$ cat src/hw/ovrs_pkg.sv
// constants, types and register layout of the overvoltage retry sequencer
package ovrs_pkg;
  // ==========================================================
  // codes and settings
  localparam logic [7:0] OV_TRIP_CODE = 8'h07;
  localparam logic [7:0] OC_TRIP_CODE = 8'h01;
  localparam logic [2:0] LIMIT_MAX = 3'h5;
  localparam logic [2:0] LIMIT_DEF = 3'h0;
  localparam logic [2:0] MODE_ZERO_HZ = 3'h0;
  localparam logic [2:0] MODE_ENCODER = 3'h3;
  localparam logic [2:0] MODE_DECEL_TRIP = 3'h4;
  localparam logic [2:0] MODE_DEF = 3'h1;
  // wait settings count tenths of a second
  localparam logic [9:0] WAIT_MIN = 10'h003;
  localparam logic [9:0] WAIT_MAX = 10'h3e8;
  localparam logic [9:0] WAIT_DEF = 10'h003;
  localparam int WAIT_UNIT_MS = 100;
  localparam int CLK_PERIOD_NS = 25;
  localparam int WAIT_UNIT_CYCLES = WAIT_UNIT_MS * 1000000 / CLK_PERIOD_NS;
  // ==========================================================
  // register map
  localparam int ADDR_W = 8;
  localparam logic [7:0] OFS_CTRL = 8'h00;
  localparam logic [7:0] OFS_OV_WAIT = 8'h04;
  localparam logic [7:0] OFS_OC_WAIT = 8'h08;
  localparam logic [7:0] OFS_STATUS = 8'h0c;
  localparam logic [7:0] OFS_IRQ_STS = 8'h10;
  localparam logic [7:0] OFS_IRQ_MASK = 8'h14;
  localparam logic [7:0] OFS_FREQ = 8'h18;
  localparam logic [1:0] RESP_OKAY = 2'h0;
  localparam logic [1:0] RESP_SLVERR = 2'h2;
  typedef enum logic [4:0] {
    ST_RUN = 5'h01, ST_WAIT = 5'h02, ST_RESTART = 5'h04,
    ST_DECEL = 5'h08, ST_TRIP = 5'h10
  } ovrs_st_t;
  typedef struct packed {
    logic clear_trip; logic [18:0] rsv;
    logic [2:0] oc_mode; logic [2:0] oc_limit;
    logic [2:0] ov_mode; logic [2:0] ov_limit;
  } ovrs_ctrl_t;
  typedef struct packed {
    logic [10:0] rsv; logic alarm; logic [7:0] code;
    logic [2:0] oc_cnt; logic [2:0] ov_cnt; logic src_oc; logic [4:0] st;
  } ovrs_status_t;
  typedef struct packed {
    logic trip; logic restart; logic detect;
  } ovrs_irq_t;
  // ==========================================================
  // AXI4-Lite carriers
  typedef struct packed {
    logic awvalid; logic [ADDR_W-1:0] awaddr;
    logic wvalid; logic [31:0] wdata; logic [3:0] wstrb;
    logic bready; logic arvalid; logic [ADDR_W-1:0] araddr; logic rready;
  } ovrs_axi_req_t;
  typedef struct packed {
    logic awready; logic wready; logic bvalid; logic [1:0] bresp;
    logic arready; logic rvalid; logic [31:0] rdata; logic [1:0] rresp;
  } ovrs_axi_rsp_t;
endpackage : ovrs_pkg

$ cat src/hw/ovrs_sequencer.sv
// overvoltage and overcurrent retry sequencer with AXI4-Lite registers
//
// The implementer's own choices: the AXI4-Lite interface to the registers and the register addresses.
`timescale 1ns/1ps
`default_nettype none
module ovrs_sequencer #(
  parameter int unsigned UNIT_CYCLES = ovrs_pkg::WAIT_UNIT_CYCLES
) (
  input wire logic aclk,
  input wire logic aresetn,
  input wire logic ce,
  input wire ovrs_pkg::ovrs_axi_req_t axi_req,
  output ovrs_pkg::ovrs_axi_rsp_t axi_rsp,
  input wire logic ov_detect,
  input wire logic oc_detect,
  input wire logic [15:0] output_freq,
  input wire logic [15:0] encoder_speed,
  input wire logic restart_done,
  input wire logic stop_done,
  output logic power_enable,
  output logic restart_start,
  output logic [2:0] restart_mode,
  output logic [15:0] restart_freq,
  output logic decel_stop_req,
  output logic fault_alarm_output,
  output logic [7:0] trip_code,
  output logic irq
);
  import ovrs_pkg::*;

  // ==========================================================
  // state
  typedef struct packed {
    ovrs_st_t st;
    logic src_oc;
    logic [2:0] ov_cnt;
    logic [2:0] oc_cnt;
    logic [7:0] code;
    logic [2:0] ov_limit;
    logic [2:0] ov_mode;
    logic [2:0] oc_limit;
    logic [2:0] oc_mode;
    logic [9:0] ov_wait;
    logic [9:0] oc_wait;
    logic [9:0] tenth;
    logic [31:0] tick;
    logic [15:0] freq;
    logic start;
    ovrs_irq_t irq_sts;
    ovrs_irq_t irq_mask;
    logic ov_s1;
    logic ov_s2;
    logic oc_s1;
    logic oc_s2;
    logic aw_got;
    logic w_got;
    logic [ADDR_W-1:0] awaddr;
    logic [31:0] wdata;
    logic [3:0] wstrb;
    logic bvalid;
    logic [1:0] bresp;
    logic rvalid;
    logic [31:0] rdata;
    logic [1:0] rresp;
  } ovrs_state_t;

  ovrs_state_t state_reg;
  ovrs_state_t state_next;

  function automatic logic [31:0] ovrs_merge(input logic [31:0] old,
                                             input logic [31:0] wd,
                                             input logic [3:0] strb);
    logic [31:0] m;
    m = old;
    for (int i = 0; i < 4; i++) begin
      if (strb[i]) begin
        m[i*8 +: 8] = wd[i*8 +: 8];
      end
    end
    return m;
  endfunction : ovrs_merge

  function automatic logic [9:0] ovrs_clamp_wait(input logic [9:0] w);
    logic [9:0] c;
    c = w;
    if (w < WAIT_MIN) begin
      c = WAIT_MIN;
    end else if (w > WAIT_MAX) begin
      c = WAIT_MAX;
    end
    return c;
  endfunction : ovrs_clamp_wait

  // ==========================================================
  // register views
  ovrs_ctrl_t ctrl_rd;
  ovrs_status_t status_rd;
  logic [2:0] cur_mode;
  logic [9:0] cur_wait;

  always_comb begin
    ctrl_rd = '0;
    ctrl_rd.ov_limit = state_reg.ov_limit;
    ctrl_rd.ov_mode = state_reg.ov_mode;
    ctrl_rd.oc_limit = state_reg.oc_limit;
    ctrl_rd.oc_mode = state_reg.oc_mode;
    status_rd = '0;
    status_rd.st = state_reg.st;
    status_rd.src_oc = state_reg.src_oc;
    status_rd.ov_cnt = state_reg.ov_cnt;
    status_rd.oc_cnt = state_reg.oc_cnt;
    status_rd.code = state_reg.code;
    status_rd.alarm = fault_alarm_output;
    cur_mode = state_reg.src_oc ? state_reg.oc_mode : state_reg.ov_mode;
    cur_wait = state_reg.src_oc ? state_reg.oc_wait : state_reg.ov_wait;
  end

  // ==========================================================
  // outputs
  logic fault_now;

  assign fault_now = state_reg.ov_s2 || state_reg.oc_s2;
  // gated straight from the synced pin so the cut does not wait a cycle
  assign power_enable = (state_reg.st == ST_RUN || state_reg.st == ST_RESTART ||
                         state_reg.st == ST_DECEL) && !fault_now;
  assign restart_start = state_reg.start;
  assign restart_mode = cur_mode;
  assign restart_freq = state_reg.freq;
  assign decel_stop_req = (state_reg.st == ST_DECEL);
  assign fault_alarm_output = (state_reg.st == ST_TRIP);
  assign trip_code = state_reg.code;
  assign irq = |(state_reg.irq_sts & state_reg.irq_mask);

  always_comb begin
    axi_rsp = '0;
    axi_rsp.awready = !state_reg.aw_got && !state_reg.bvalid;
    axi_rsp.wready = !state_reg.w_got && !state_reg.bvalid;
    axi_rsp.bvalid = state_reg.bvalid;
    axi_rsp.bresp = state_reg.bresp;
    axi_rsp.arready = !state_reg.rvalid;
    axi_rsp.rvalid = state_reg.rvalid;
    axi_rsp.rdata = state_reg.rdata;
    axi_rsp.rresp = state_reg.rresp;
  end

  // ==========================================================
  // next state
  ovrs_ctrl_t cw;
  ovrs_irq_t ev;
  ovrs_irq_t clr;
  logic [31:0] m;
  logic clr_trip;
  logic f_oc;
  logic [2:0] f_cnt;
  logic [2:0] f_lim;
  logic f_trip;
  logic expire;

  always_comb begin
    state_next = state_reg;
    cw = '0;
    ev = '0;
    clr = '0;
    m = '0;
    clr_trip = 1'b0;
    state_next.start = 1'b0;
    state_next.ov_s1 = ov_detect;
    state_next.ov_s2 = state_reg.ov_s1;
    state_next.oc_s1 = oc_detect;
    state_next.oc_s2 = state_reg.oc_s1;

    // write channel: address and data taken in either order
    if (axi_req.awvalid && axi_rsp.awready) begin
      state_next.aw_got = 1'b1;
      state_next.awaddr = axi_req.awaddr;
    end
    if (axi_req.wvalid && axi_rsp.wready) begin
      state_next.w_got = 1'b1;
      state_next.wdata = axi_req.wdata;
      state_next.wstrb = axi_req.wstrb;
    end
    if (state_reg.aw_got && state_reg.w_got) begin
      state_next.aw_got = 1'b0;
      state_next.w_got = 1'b0;
      state_next.bvalid = 1'b1;
      state_next.bresp = RESP_OKAY;
      case (state_reg.awaddr)
        OFS_CTRL: begin
          m = ovrs_merge(ctrl_rd, state_reg.wdata, state_reg.wstrb);
          cw = ovrs_ctrl_t'(m);
          state_next.ov_limit = (cw.ov_limit > LIMIT_MAX) ? LIMIT_MAX : cw.ov_limit;
          state_next.oc_limit = (cw.oc_limit > LIMIT_MAX) ? LIMIT_MAX : cw.oc_limit;
          // undefined modes are refused, old value kept
          if (cw.ov_mode <= MODE_DECEL_TRIP) begin
            state_next.ov_mode = cw.ov_mode;
          end
          if (cw.oc_mode <= MODE_DECEL_TRIP) begin
            state_next.oc_mode = cw.oc_mode;
          end
          clr_trip = cw.clear_trip && state_reg.wstrb[3];
        end
        OFS_OV_WAIT: begin
          m = ovrs_merge({22'h0, state_reg.ov_wait}, state_reg.wdata, state_reg.wstrb);
          state_next.ov_wait = ovrs_clamp_wait(m[9:0]);
        end
        OFS_OC_WAIT: begin
          m = ovrs_merge({22'h0, state_reg.oc_wait}, state_reg.wdata, state_reg.wstrb);
          state_next.oc_wait = ovrs_clamp_wait(m[9:0]);
        end
        OFS_IRQ_STS: begin
          if (state_reg.wstrb[0]) begin
            clr = ovrs_irq_t'(state_reg.wdata[2:0]);
          end
        end
        OFS_IRQ_MASK: begin
          if (state_reg.wstrb[0]) begin
            state_next.irq_mask = ovrs_irq_t'(state_reg.wdata[2:0]);
          end
        end
        OFS_STATUS, OFS_FREQ: begin
        end
        default: begin
          state_next.bresp = RESP_SLVERR;
        end
      endcase
    end
    if (state_reg.bvalid && axi_req.bready) begin
      state_next.bvalid = 1'b0;
    end

    // read channel
    if (axi_req.arvalid && axi_rsp.arready) begin
      state_next.rvalid = 1'b1;
      state_next.rresp = RESP_OKAY;
      case (axi_req.araddr)
        OFS_CTRL: state_next.rdata = ctrl_rd;
        OFS_OV_WAIT: state_next.rdata = {22'h0, state_reg.ov_wait};
        OFS_OC_WAIT: state_next.rdata = {22'h0, state_reg.oc_wait};
        OFS_STATUS: state_next.rdata = status_rd;
        OFS_IRQ_STS: state_next.rdata = {29'h0, state_reg.irq_sts};
        OFS_IRQ_MASK: state_next.rdata = {29'h0, state_reg.irq_mask};
        OFS_FREQ: state_next.rdata = {16'h0, state_reg.freq};
        default: begin
          state_next.rdata = 32'h0;
          state_next.rresp = RESP_SLVERR;
        end
      endcase
    end else if (state_reg.rvalid && axi_req.rready) begin
      state_next.rvalid = 1'b0;
    end

    // sequencer: overvoltage takes priority when both faults show
    f_oc = !state_reg.ov_s2 && state_reg.oc_s2;
    f_cnt = f_oc ? state_reg.oc_cnt : state_reg.ov_cnt;
    f_lim = f_oc ? state_reg.oc_limit : state_reg.ov_limit;
    f_trip = ({1'b0, f_cnt} + 4'h1) > {1'b0, f_lim};
    expire = 1'b0;

    case (state_reg.st)
      ST_WAIT: begin
        if (state_reg.tick == 32'(UNIT_CYCLES - 1)) begin
          state_next.tick = 32'h0;
          state_next.tenth = state_reg.tenth + 10'h001;
          expire = (state_reg.tenth + 10'h001) >= cur_wait;
        end else begin
          state_next.tick = state_reg.tick + 32'h1;
        end
      end
      ST_TRIP: begin
        if (clr_trip) begin
          state_next.st = ST_RUN;
          state_next.ov_cnt = 3'h0;
          state_next.oc_cnt = 3'h0;
          state_next.code = 8'h0;
        end
      end
      default: begin
      end
    endcase

    // detection: in run, restart and decel at once, in wait only at expiry
    if ((fault_now && (state_reg.st == ST_RUN || state_reg.st == ST_RESTART ||
        state_reg.st == ST_DECEL)) || (fault_now && expire)) begin
      ev.detect = 1'b1;
      state_next.src_oc = f_oc;
      if (state_reg.st != ST_WAIT) begin
        state_next.freq = output_freq;
      end
      if (f_oc) begin
        state_next.oc_cnt = f_cnt + 3'h1;
      end else begin
        state_next.ov_cnt = f_cnt + 3'h1;
      end
      if (f_trip) begin
        state_next.st = ST_TRIP;
        state_next.code = f_oc ? OC_TRIP_CODE : OV_TRIP_CODE;
        ev.trip = 1'b1;
      end else begin
        state_next.st = ST_WAIT;
        state_next.tick = 32'h0;
        state_next.tenth = 10'h0;
      end
    end else if (expire) begin
      state_next.st = ST_RESTART;
      state_next.start = 1'b1;
      ev.restart = 1'b1;
      case (cur_mode)
        MODE_ZERO_HZ: state_next.freq = 16'h0;
        MODE_ENCODER: state_next.freq = encoder_speed;
        default: begin
          // retraction, matching and decel trip keep the captured frequency
          state_next.freq = state_reg.freq;
        end
      endcase
    end else if (state_reg.st == ST_RESTART && restart_done) begin
      state_next.st = (cur_mode == MODE_DECEL_TRIP) ? ST_DECEL : ST_RUN;
    end else if (state_reg.st == ST_DECEL && stop_done) begin
      state_next.st = ST_TRIP;
      state_next.code = state_reg.src_oc ? OC_TRIP_CODE : OV_TRIP_CODE;
      ev.trip = 1'b1;
    end

    // set wins over a write-one clear in the same cycle
    state_next.irq_sts = (state_reg.irq_sts & ~clr) | ev;
  end

  // ==========================================================
  // registers
  always_ff @(posedge aclk) begin
    if (!aresetn) begin
      state_reg <= '0;
      state_reg.st <= ST_RUN;
      state_reg.ov_limit <= LIMIT_DEF;
      state_reg.oc_limit <= LIMIT_DEF;
      state_reg.ov_mode <= MODE_DEF;
      state_reg.oc_mode <= MODE_DEF;
      state_reg.ov_wait <= WAIT_DEF;
      state_reg.oc_wait <= WAIT_DEF;
    end else if (ce) begin
      state_reg <= state_next;
    end
  end
endmodule : ovrs_sequencer
`default_nettype wire

$ cat config.mk
export PLATFORM = sky130hd
export DESIGN_NAME = ovrs_sequencer
export DESIGN_NICKNAME = d
export VERILOG_FILES = /design/src/hw/ovrs_pkg.sv /design/src/hw/ovrs_sequencer.sv
export SDC_FILE = /design/constraint.sdc
export NUM_CORES = 1
export LEC_CHECK = 0
export BUFFER_PORTS_ARGS = -buffer_cell sky130_fd_sc_hd__buf_2
export CORE_MARGIN = 5
export CORE_UTILIZATION = 50
export CTS_CLUSTER_DIAMETER = 80
export CTS_CLUSTER_SIZE = 24
export DETAILED_ROUTE_END_ITERATION = 8
export PLACE_DENSITY_LB_ADDON = 0.3
export RECOVER_POWER = 100
export SYNTH_ARGS = -nofsm -noshare
export SYNTH_HDL_FRONTEND = slang
export SYNTH_SLANG_ARGS = --single-unit
$ cat constraint.sdc
create_clock -name aclk -period 3.6 [get_ports aclk]
set_input_delay 0 -clock aclk [delete_from_list [all_inputs] [get_ports aclk]]
set_output_delay 0 -clock aclk [all_outputs]
set_load 0.1 [all_outputs]
==> key figures, run 1 <==
Synthesis
  • Synth top area share: 0.361
  • Synth area leader: dfxtp_1
  • Yosys warns: 0
  • Synth Cell Area: around 9500 sq um
  • Post-synthesis sequential area ratio: 0.361
  • Mean area per synthesized cell: 8.26 sq um
  • Post-Synthesis Cells: ~1200
  • Ys async rst share: 0
  • Most common cell in the netlist: dfxtp_1
  • Post-synth EDFFs: 0
  • Synth cell types: 76
  • FF+latch count, synth: 172
  • Ranking of synthesized cells by area: dfxtp_1 36%, nand2_1 5.6%, buf_4 5.0%
  • Top FF cell, synth: dfxtp_1
  • Commonest cells in the netlist: 172 x dfxtp_1, 143 x nand2_1, 74 x nor2_1

Die
  • Core area: approximately 19000 sq um
  • Starting Density: 0.508
  • FP Rows: 50
  • Die Span Y: 148 microns
  • I/O pin cnt: 169
  • Die X: 148 microns
  • Die area: 21900 sq um

Clock network
  • Post-CTS Hold Buffers: 62
  • Clock slew seen by the registers of the worst setup and hold paths: ~60 ps
  • Post-cts sizing count: 0
  • Clk buf depth: 2
  • Setup Buffers After CTS: 0
  • Clock sink count: 172
  • Clock Latency Late Sink: 430 ps
  • H-tree depth: 4
  • CTS Buf Count: 17
  • Root Buffer: clkbuf_16
  • CTS tree: yes

STA
  • Final Setup Violations: 0
  • Final hold vios: 0
  • Clock skew: just under 10 ps
  • Slew of the pin with the lowest slew margin: 1220 ps
  • Fin crit share: 0.936
  • Setup TNS: 0 ps
  • Final Max Slew Viols: 0
  • Final Critical Period: 3370 ps
  • RSZ-0062 raised after global routing: false
  • Fmax: about 300 MHz
  • Max-slew headroom: 0.193

Route
  • Vias per inst: 6.01
  • Residual DRC count: 0
  • ANT nets after route: 0
  • Routed wire length: about 28 mm
  • Vias: 9189
  • WL per Instance: 18.6 microns
  • TritonRoute pass-1 iters: 7
  • Starting DRT DRC Count: just over 1000

Power and ir drop
  • Flop pwr share: 0.445
  • Power density cells: 399 nW/um^2
  • Maximum vdd ir drop: 329 uV
  • Clock share of power: 0.440
  • Combinational fraction of design power: 0.114
  • Psw: between 0.001 and 0.0015 W
  • Switching Fraction: 0.265
  • Int Pwr: about 0.0033 W
  • Pleak: between 4 and 5 nW

Finish
  • Nets@finish: 1394
  • Final instance area: 11100 sq um
  • P&R area growth vs syn: 16.8%
  • Max reg flops: around 110
  • Layout cells sized above 1: 0.120

Setup path
  • FF-to-FF setup slack: about 230 ps
  • Worst r2r src: state_reg[143]
  • WS Path Type: reg2reg
  • RR Endpoint: restart_freq[13]
  • CP Max Fanout: 16
  • Critical path data arrival time: 3680 ps
  • Crit end category: flop
  • Worst setup SP type: flop
  • Worst R2R Path Depth: 13
  • Worst Path Required: 3910 ps

GRT
  • Total gr overflow: 0
  • Gr usage total: 0.252
  • Vias in the first global route: just under 9000
  • Largest net degree at the start of global routing: roughly 80
  • Initial antenna violation count: 1
  • First-pass GRT wire length: 45.0 mm

Outcome
  • Status: complete, no violations

Place
  • GP Congestion: around 0.95
  • DP HPWL: 19.5 mm
  • Port Buffers: 135
  • Cell Area, Placed: 10000 sq um

Worst hold path
  • Hold Crit Start: restart_done
  • Hold WC Path Type: in2reg
  • Hold Path Stages: 5
  • Worst Hold Path EP: state_reg[203]

Job
  • MaxCap Viol Count: 0
## layer usage
layer,GRT usage,vias to the layer above,part of all wire,wire length (microns)
met5,0,-,0,0
met4,0.0841,0,0.024,679
met3,0.0484,56,0.078,2220
met2,0.410,389,0.47,13500
met1,0.338,4357,0.42,12100
li1,-,4387,-,-
## cells in the final DEF (no fill, tap or decap), types with 5 or more instances in the layout
cell type / count
a211oi_1: 7
a21boi_0: 43
a21oi_1: 44
a221oi_1: 16
a222oi_1: 13
a22oi_1: 21
a31oi_1: 9
a32o_1: 8
and2_0: 5
and2_1: 7
and3_1: 9
and4_1: 6
buf_2: 74
buf_4: 22
clkbuf_1: 67
clkbuf_16: 17
conb_1: 13
dfxtp_1: 172
dlygate4sd3_1: 62
ha_1: 16
inv_1: 14
mux2_2: 6
mux2i_1: 38
nand2_1: 143
nand2b_1: 14
nand3_1: 52
nand4_1: 18
nor2_1: 74
nor2b_1: 57
nor3_1: 24
nor3b_1: 7
nor4_1: 14
nor4b_1: 5
o211ai_1: 9
o21a_1: 6
o21ai_0: 69
o31ai_1: 10
or2_2: 5
xnor2_1: 6
xor2_1: 11
## area by class of cell
class | count | area (sq um)
well taps | 234 | 293
inverters | 14 | 52.6
clock buffers | 19 | 443
repair buffers | 226 | 1410
fillers | 1680 | 7630
flip-flops and latches | 172 | 3440
diodes | 1 | 2.50
multi-input cells | 851 | 5320
clock inverters | 11 | 168
## power by group through the flow
stage / registers [W] / clock network [W] / logic [W]
after floorplan: 0.00200 / 0 / 0.000379
after global placement: 0.00202 / 0 / 0.000451
after detailed placement: 0.00202 / 0 / 0.000455
after CTS: 0.00198 / 0.00197 / 0.000508
after global routing: 0.00198 / 0.00207 / 0.000541
final: 0.00198 / 0.00196 / 0.000508
## cell families (layout without fill, tap and decap cells)
group | count (synthesis) | after routing | share of synthesized area
AOI/OAI and AO/OA | 299 | 299 | 0.221
xor gates and xnor gates | 17 | 17 | 0.0156
adders and majority gates | 16 | 16 | 0.0210
buffers and inverters | 144 | 270 | 0.0846
DFF | 172 | 172 | 0.361
muxes | 44 | 44 | 0.0470
other | 1 | 14 | 0.000393
and+or+nand+nor | 462 | 462 | 0.250
## per-stage QoR
stage	power (W)	hold WS (ps)	setup slack (ps)	instances	util
CTS	0.00446	58.6	322	1527	0.600
global route	0.00459	119	13.2	1528	0.593
finish	0.00444	102	230	1528	0.593
global placement	0.00247	251	394	1435	0.534
detailed placement	0.00247	261	337	1435	0.534
floorplan	0.00238	145	377	1167	-
## worst max-delay path, cell delays in order (launching register included)
cell and delay, ps:
dfxtp_1 400, ha_1 280, and3_1 230, nor2b_1 60, or2_2 300, ha_1 300, nand4_1 150, a211o_1 110
o31a_1 260, a21o_4 220, o21ai_2 70, clkbuf_2 290, a221oi_1 480, nor2_1 90
## worst max path at each step
stage,from,end,cells after the start
after floorplan,state_reg[146],state_reg[201],14
after global routing,state_reg[146],trip_code[5],13
after global placement,state_reg[143],trip_code[3],12
final,state_reg[143],restart_freq[13],13
after detailed placement,state_reg[84],state_reg[136],13
after CTS,state_reg[146],trip_code[5],13
(Power assumes the default switching activity.)
==> inputs of run 2 (changes only) <==
--- a/config.mk
+++ b/config.mk
@@ -5,12 +5,14 @@
 export SDC_FILE = /design/constraint.sdc
 export NUM_CORES = 1
 export LEC_CHECK = 0
+export ABC_AREA = 1
 export BUFFER_PORTS_ARGS = -buffer_cell sky130_fd_sc_hd__buf_2
 export CORE_MARGIN = 5
 export CORE_UTILIZATION = 50
 export CTS_CLUSTER_DIAMETER = 80
 export CTS_CLUSTER_SIZE = 24
 export DETAILED_ROUTE_END_ITERATION = 8
+export HOLD_SLACK_MARGIN = 0.05
 export PLACE_DENSITY_LB_ADDON = 0.3
 export RECOVER_POWER = 100
 export SYNTH_ARGS = -nofsm -noshare
==> key figures, run 2 <==
Outcome
  • Status: complete, no violations

Clock network
  • CTS Buf Count: 17 (unchanged)
  • Clock sink count: 172 (unchanged)
  • Clock slew seen by the registers of the worst setup and hold paths: 80 ps (+20 ps)
  • Root Buffer: clkbuf_16
  • CTS tree: yes
  • Clk buf depth: 2 (unchanged)
  • Clock Latency Late Sink: 440 ps (about the same)
  • H-tree depth: 4 (unchanged)

GRT
  • First-pass GRT wire length: 50.3 mm (+12%)
  • Initial antenna violation count: 1 (unchanged)
  • Vias in the first global route: 9952 (+14%)
  • Total gr overflow: 0 (unchanged)
  • Largest net degree at the start of global routing: 82 (unchanged)
  • Gr usage total: 0.259 (+0.00698)

Route
  • Residual DRC count: 0 (unchanged)
  • ANT nets after route: 0 (unchanged)
  • Vias: 11000 (+19%)
  • Vias per inst: 5.37 (-11%)
  • TritonRoute pass-1 iters: 6 (-1)
  • Routed wire length: 31.6 mm (+11%)
  • WL per Instance: 15.5 microns (-17%)
  • Starting DRT DRC Count: 957 (-7.4%)

Synthesis
  • Most common cell in the netlist: nand2_1
  • Commonest cells in the netlist: 424 x nand2_1, 215 x nor2_1, 172 x dfxtp_1
  • Mean area per synthesized cell: 6.30 sq um (-24%)
  • Synth top area share: 0.336 (-0.0252)
  • Synth Cell Area: 10300 sq um (+7.5%)
  • Synth cell types: 46 (-39%)
  • Post-synthesis sequential area ratio: 0.336 (-0.0252)
  • Post-Synthesis Cells: 1628 (+41%)
  • Top FF cell, synth: dfxtp_1
  • Ranking of synthesized cells by area: dfxtp_1 34%, nand2_1 16%, nor2_1 7.9%
  • FF+latch count, synth: 172 (unchanged)
  • Ys async rst share: 0 (unchanged)
  • Synth area leader: dfxtp_1
  • Yosys warns: 0 (unchanged)
  • Post-synth EDFFs: 0 (unchanged)

Die
  • FP Rows: 52 (+4.0%)
  • Starting Density: 0.507 (-0.00146)
  • Die Span Y: 153 microns (+3.4%)
  • Die X: 153 microns (+3.4%)
  • Core area: 20200 sq um (+7.8%)
  • I/O pin cnt: 169 (unchanged)
  • Die area: 23500 sq um (+7.0%)

Finish
  • P&R area growth vs syn: 16.7% (about the same)
  • Most frequent cells in the layout: 423 x nand2_1, 212 x nor2_1, 168 x dfxtp_1, 163 x inv_1, 133 x o21ai_0
  • Antenna Cells: 0 (-1)
  • Register area: 3450 sq um (+0.22%)
  • Filler instances: 1928 (+15%)
  • Final std cells w/o fill: 2041 (+34%)
  • Max reg flops: 108 (unchanged)
  • Area of the multi-input gates: 5500 sq um (+3.2%)
  • Nets@finish: 1870 (+34%)
  • Commonest non-fill, non-tap cell in the layout: nand2_1
  • Layout cells sized above 1: 0.0937 (-0.0261)

Setup path
  • CP top delay family: simple AND/OR/NAND/NOR gates
  • Critical path data arrival time: 3760 ps (+80 ps)
  • Crit end category: flop
  • Worst Path Required: 3940 ps (+30 ps)
  • CP Cell Sequence: ha_2 -> nand2_1 -> nor2_1 -> nand2_1 -> nor3_2 -> xor2_1 -> inv_1 -> ha_1 -> nand2_2 -> a21oi_1 -> nor2_1 -> nand3_2 -> nand4_1 -> nand2_4 -> clkbuf_16 -> nand2_1 -> nand2_1 -> dlygate4sd3_1 -> nor2_1 -> nor2_1
  • CP Max Fanout: 8 (-8)
  • Worst setup SP type: flop
  • WS Path Type: reg2reg
  • Worst Path Buf+Inv: 3 (+2)
  • Slowest stage delay, CP: 570 ps (+90 ps)
  • Critical-path top delay cell: dlygate4sd3_1

STA
  • Final Max Slew Viols: 0 (unchanged)
  • Clock skew: 13.5 ps (+3.70 ps)
  • Fmax: 292 MHz (-1.5%)
  • Final Critical Period: 3420 ps (+51.0 ps)
  • Final hold vios: 0 (unchanged)
  • Setup TNS: 0 ps (unchanged)
  • Final Setup Violations: 0 (unchanged)
  • Slew of the pin with the lowest slew margin: 1450 ps (+235 ps)
  • Max-slew headroom: 0.0327 (-0.160)
  • Fin crit share: 0.950 (+0.0142)

Place
  • DP HPWL: 21.8 mm (+12%)
  • GP Congestion: 0.916 (-3.2%)
  • Dpl cells: 1938 (+35%)
  • Port Buffers: 135 (unchanged)

Power and ir drop
  • Power density cells: 405 nW/um^2 (+1.6%)
  • Pleak: 5.10 nW (+25%)
  • Maximum vdd ir drop: 291 uV (-12%)
  • Pwr Total: 0.00485 W (+9.2%)

Job
  • MaxCap Viol Count: 0 (unchanged)

Worst hold path
  • Hold WC Path Type: in2reg
run 2: cell count changes in the layout (fill, tap and decap cells not counted), moves of 13 or more:
cell      delta
o21ai_0     +64
a21boi_0    -43
nand2b_1    -14
a222oi_1    -13
a22oi_1     -21
mux2i_1     -37
nor2_1     +138
a221oi_1    -16
nor2b_1     -56
nand2_1    +280
inv_1      +149
a21oi_1     +86
nand3_1     +45
run 2: power breakdown:
part	switching [W]	leakage, nW	internal (W)
clock network	0.000896	0.277	0.000921
registers	0.0000523	1.40	0.00196
logic	0.000743	3.43	0.000278
run 2: final timing paths:
| kind | from | endpoint | slack [ps] | cells after the start |
|---|---|---|---|---|
| worst max-delay path | state_reg[143] | restart_freq[8] | 180 | 20 |
| worst max register to register | state_reg[143] | restart_freq[8] | 180 | 20 |
| worst min-delay path | stop_done | trip_code[1] | 80 | 7 |
| worst min register to register | trip_code[3] | trip_code[3] | 460 | 2 |
run 2: routing by layer:
layer / global-route usage / part of all wire / vias up
met5: 0 / 0.00041 / -
met4: 0.0857 / 0.031 / 2
met3: 0.0650 / 0.090 / 71
met2: 0.426 / 0.45 / 450
met1: 0.333 / 0.42 / 5001
li1: - / - / 5437
run 2: cell families (layout without fill, tap and decap cells):
family	after synthesis	count (layout)	share of synthesized area
flops	172	172	0.336
simple gates	812	812	0.331
buf+inv	298	429	0.135
xor+xnor	22	22	0.0188
compound gates	306	306	0.159
other cells	1	13	0.000366
mux	1	1	0.000976
fa+ha+maj	16	16	0.0195
run 2: final cells by class:
class | instances | area share
Tap cell | 270 | 0.0282
Sequential cell | 172 | 0.288
Clock buffer | 17 | 0.0356
Multi-Input combinational cell | 1170 | 0.459
Timing Repair Buffer | 220 | 0.121
Inverter | 177 | 0.0555
Clock inverter | 15 | 0.0121
run 2: tightest hold or removal path: stages:
cell	delay, ps
buf_2	110
nand3_1	90
nand2_1	50
inv_1	40
nand2_1	40
nand3_1	70
a21oi_1	60
run 2: stage by stage:
step                hold slack [ps]  utilization  area (sq um)  setup slack, ps
floorplan                       111            -         10300             1010
global placement                204        0.529         10700              548
detailed placement              205        0.529         10700              459
CTS                            66.7        0.589         11900             51.2
global route                    152        0.591         12000            -6.48
finish                         77.1        0.591         12000              179
run 2: timing repair:
| item | 4_1_cts | 5_1_grt |
|---|---|---|
| endpoints found under the hold margin | 45 | 0 |
| hold buffers | 64 | 0 |
| setup buffers | 0 | 5 |
| resized for setup | 0 | 18 |
| setup endpoints to repair | 0 | 16 |
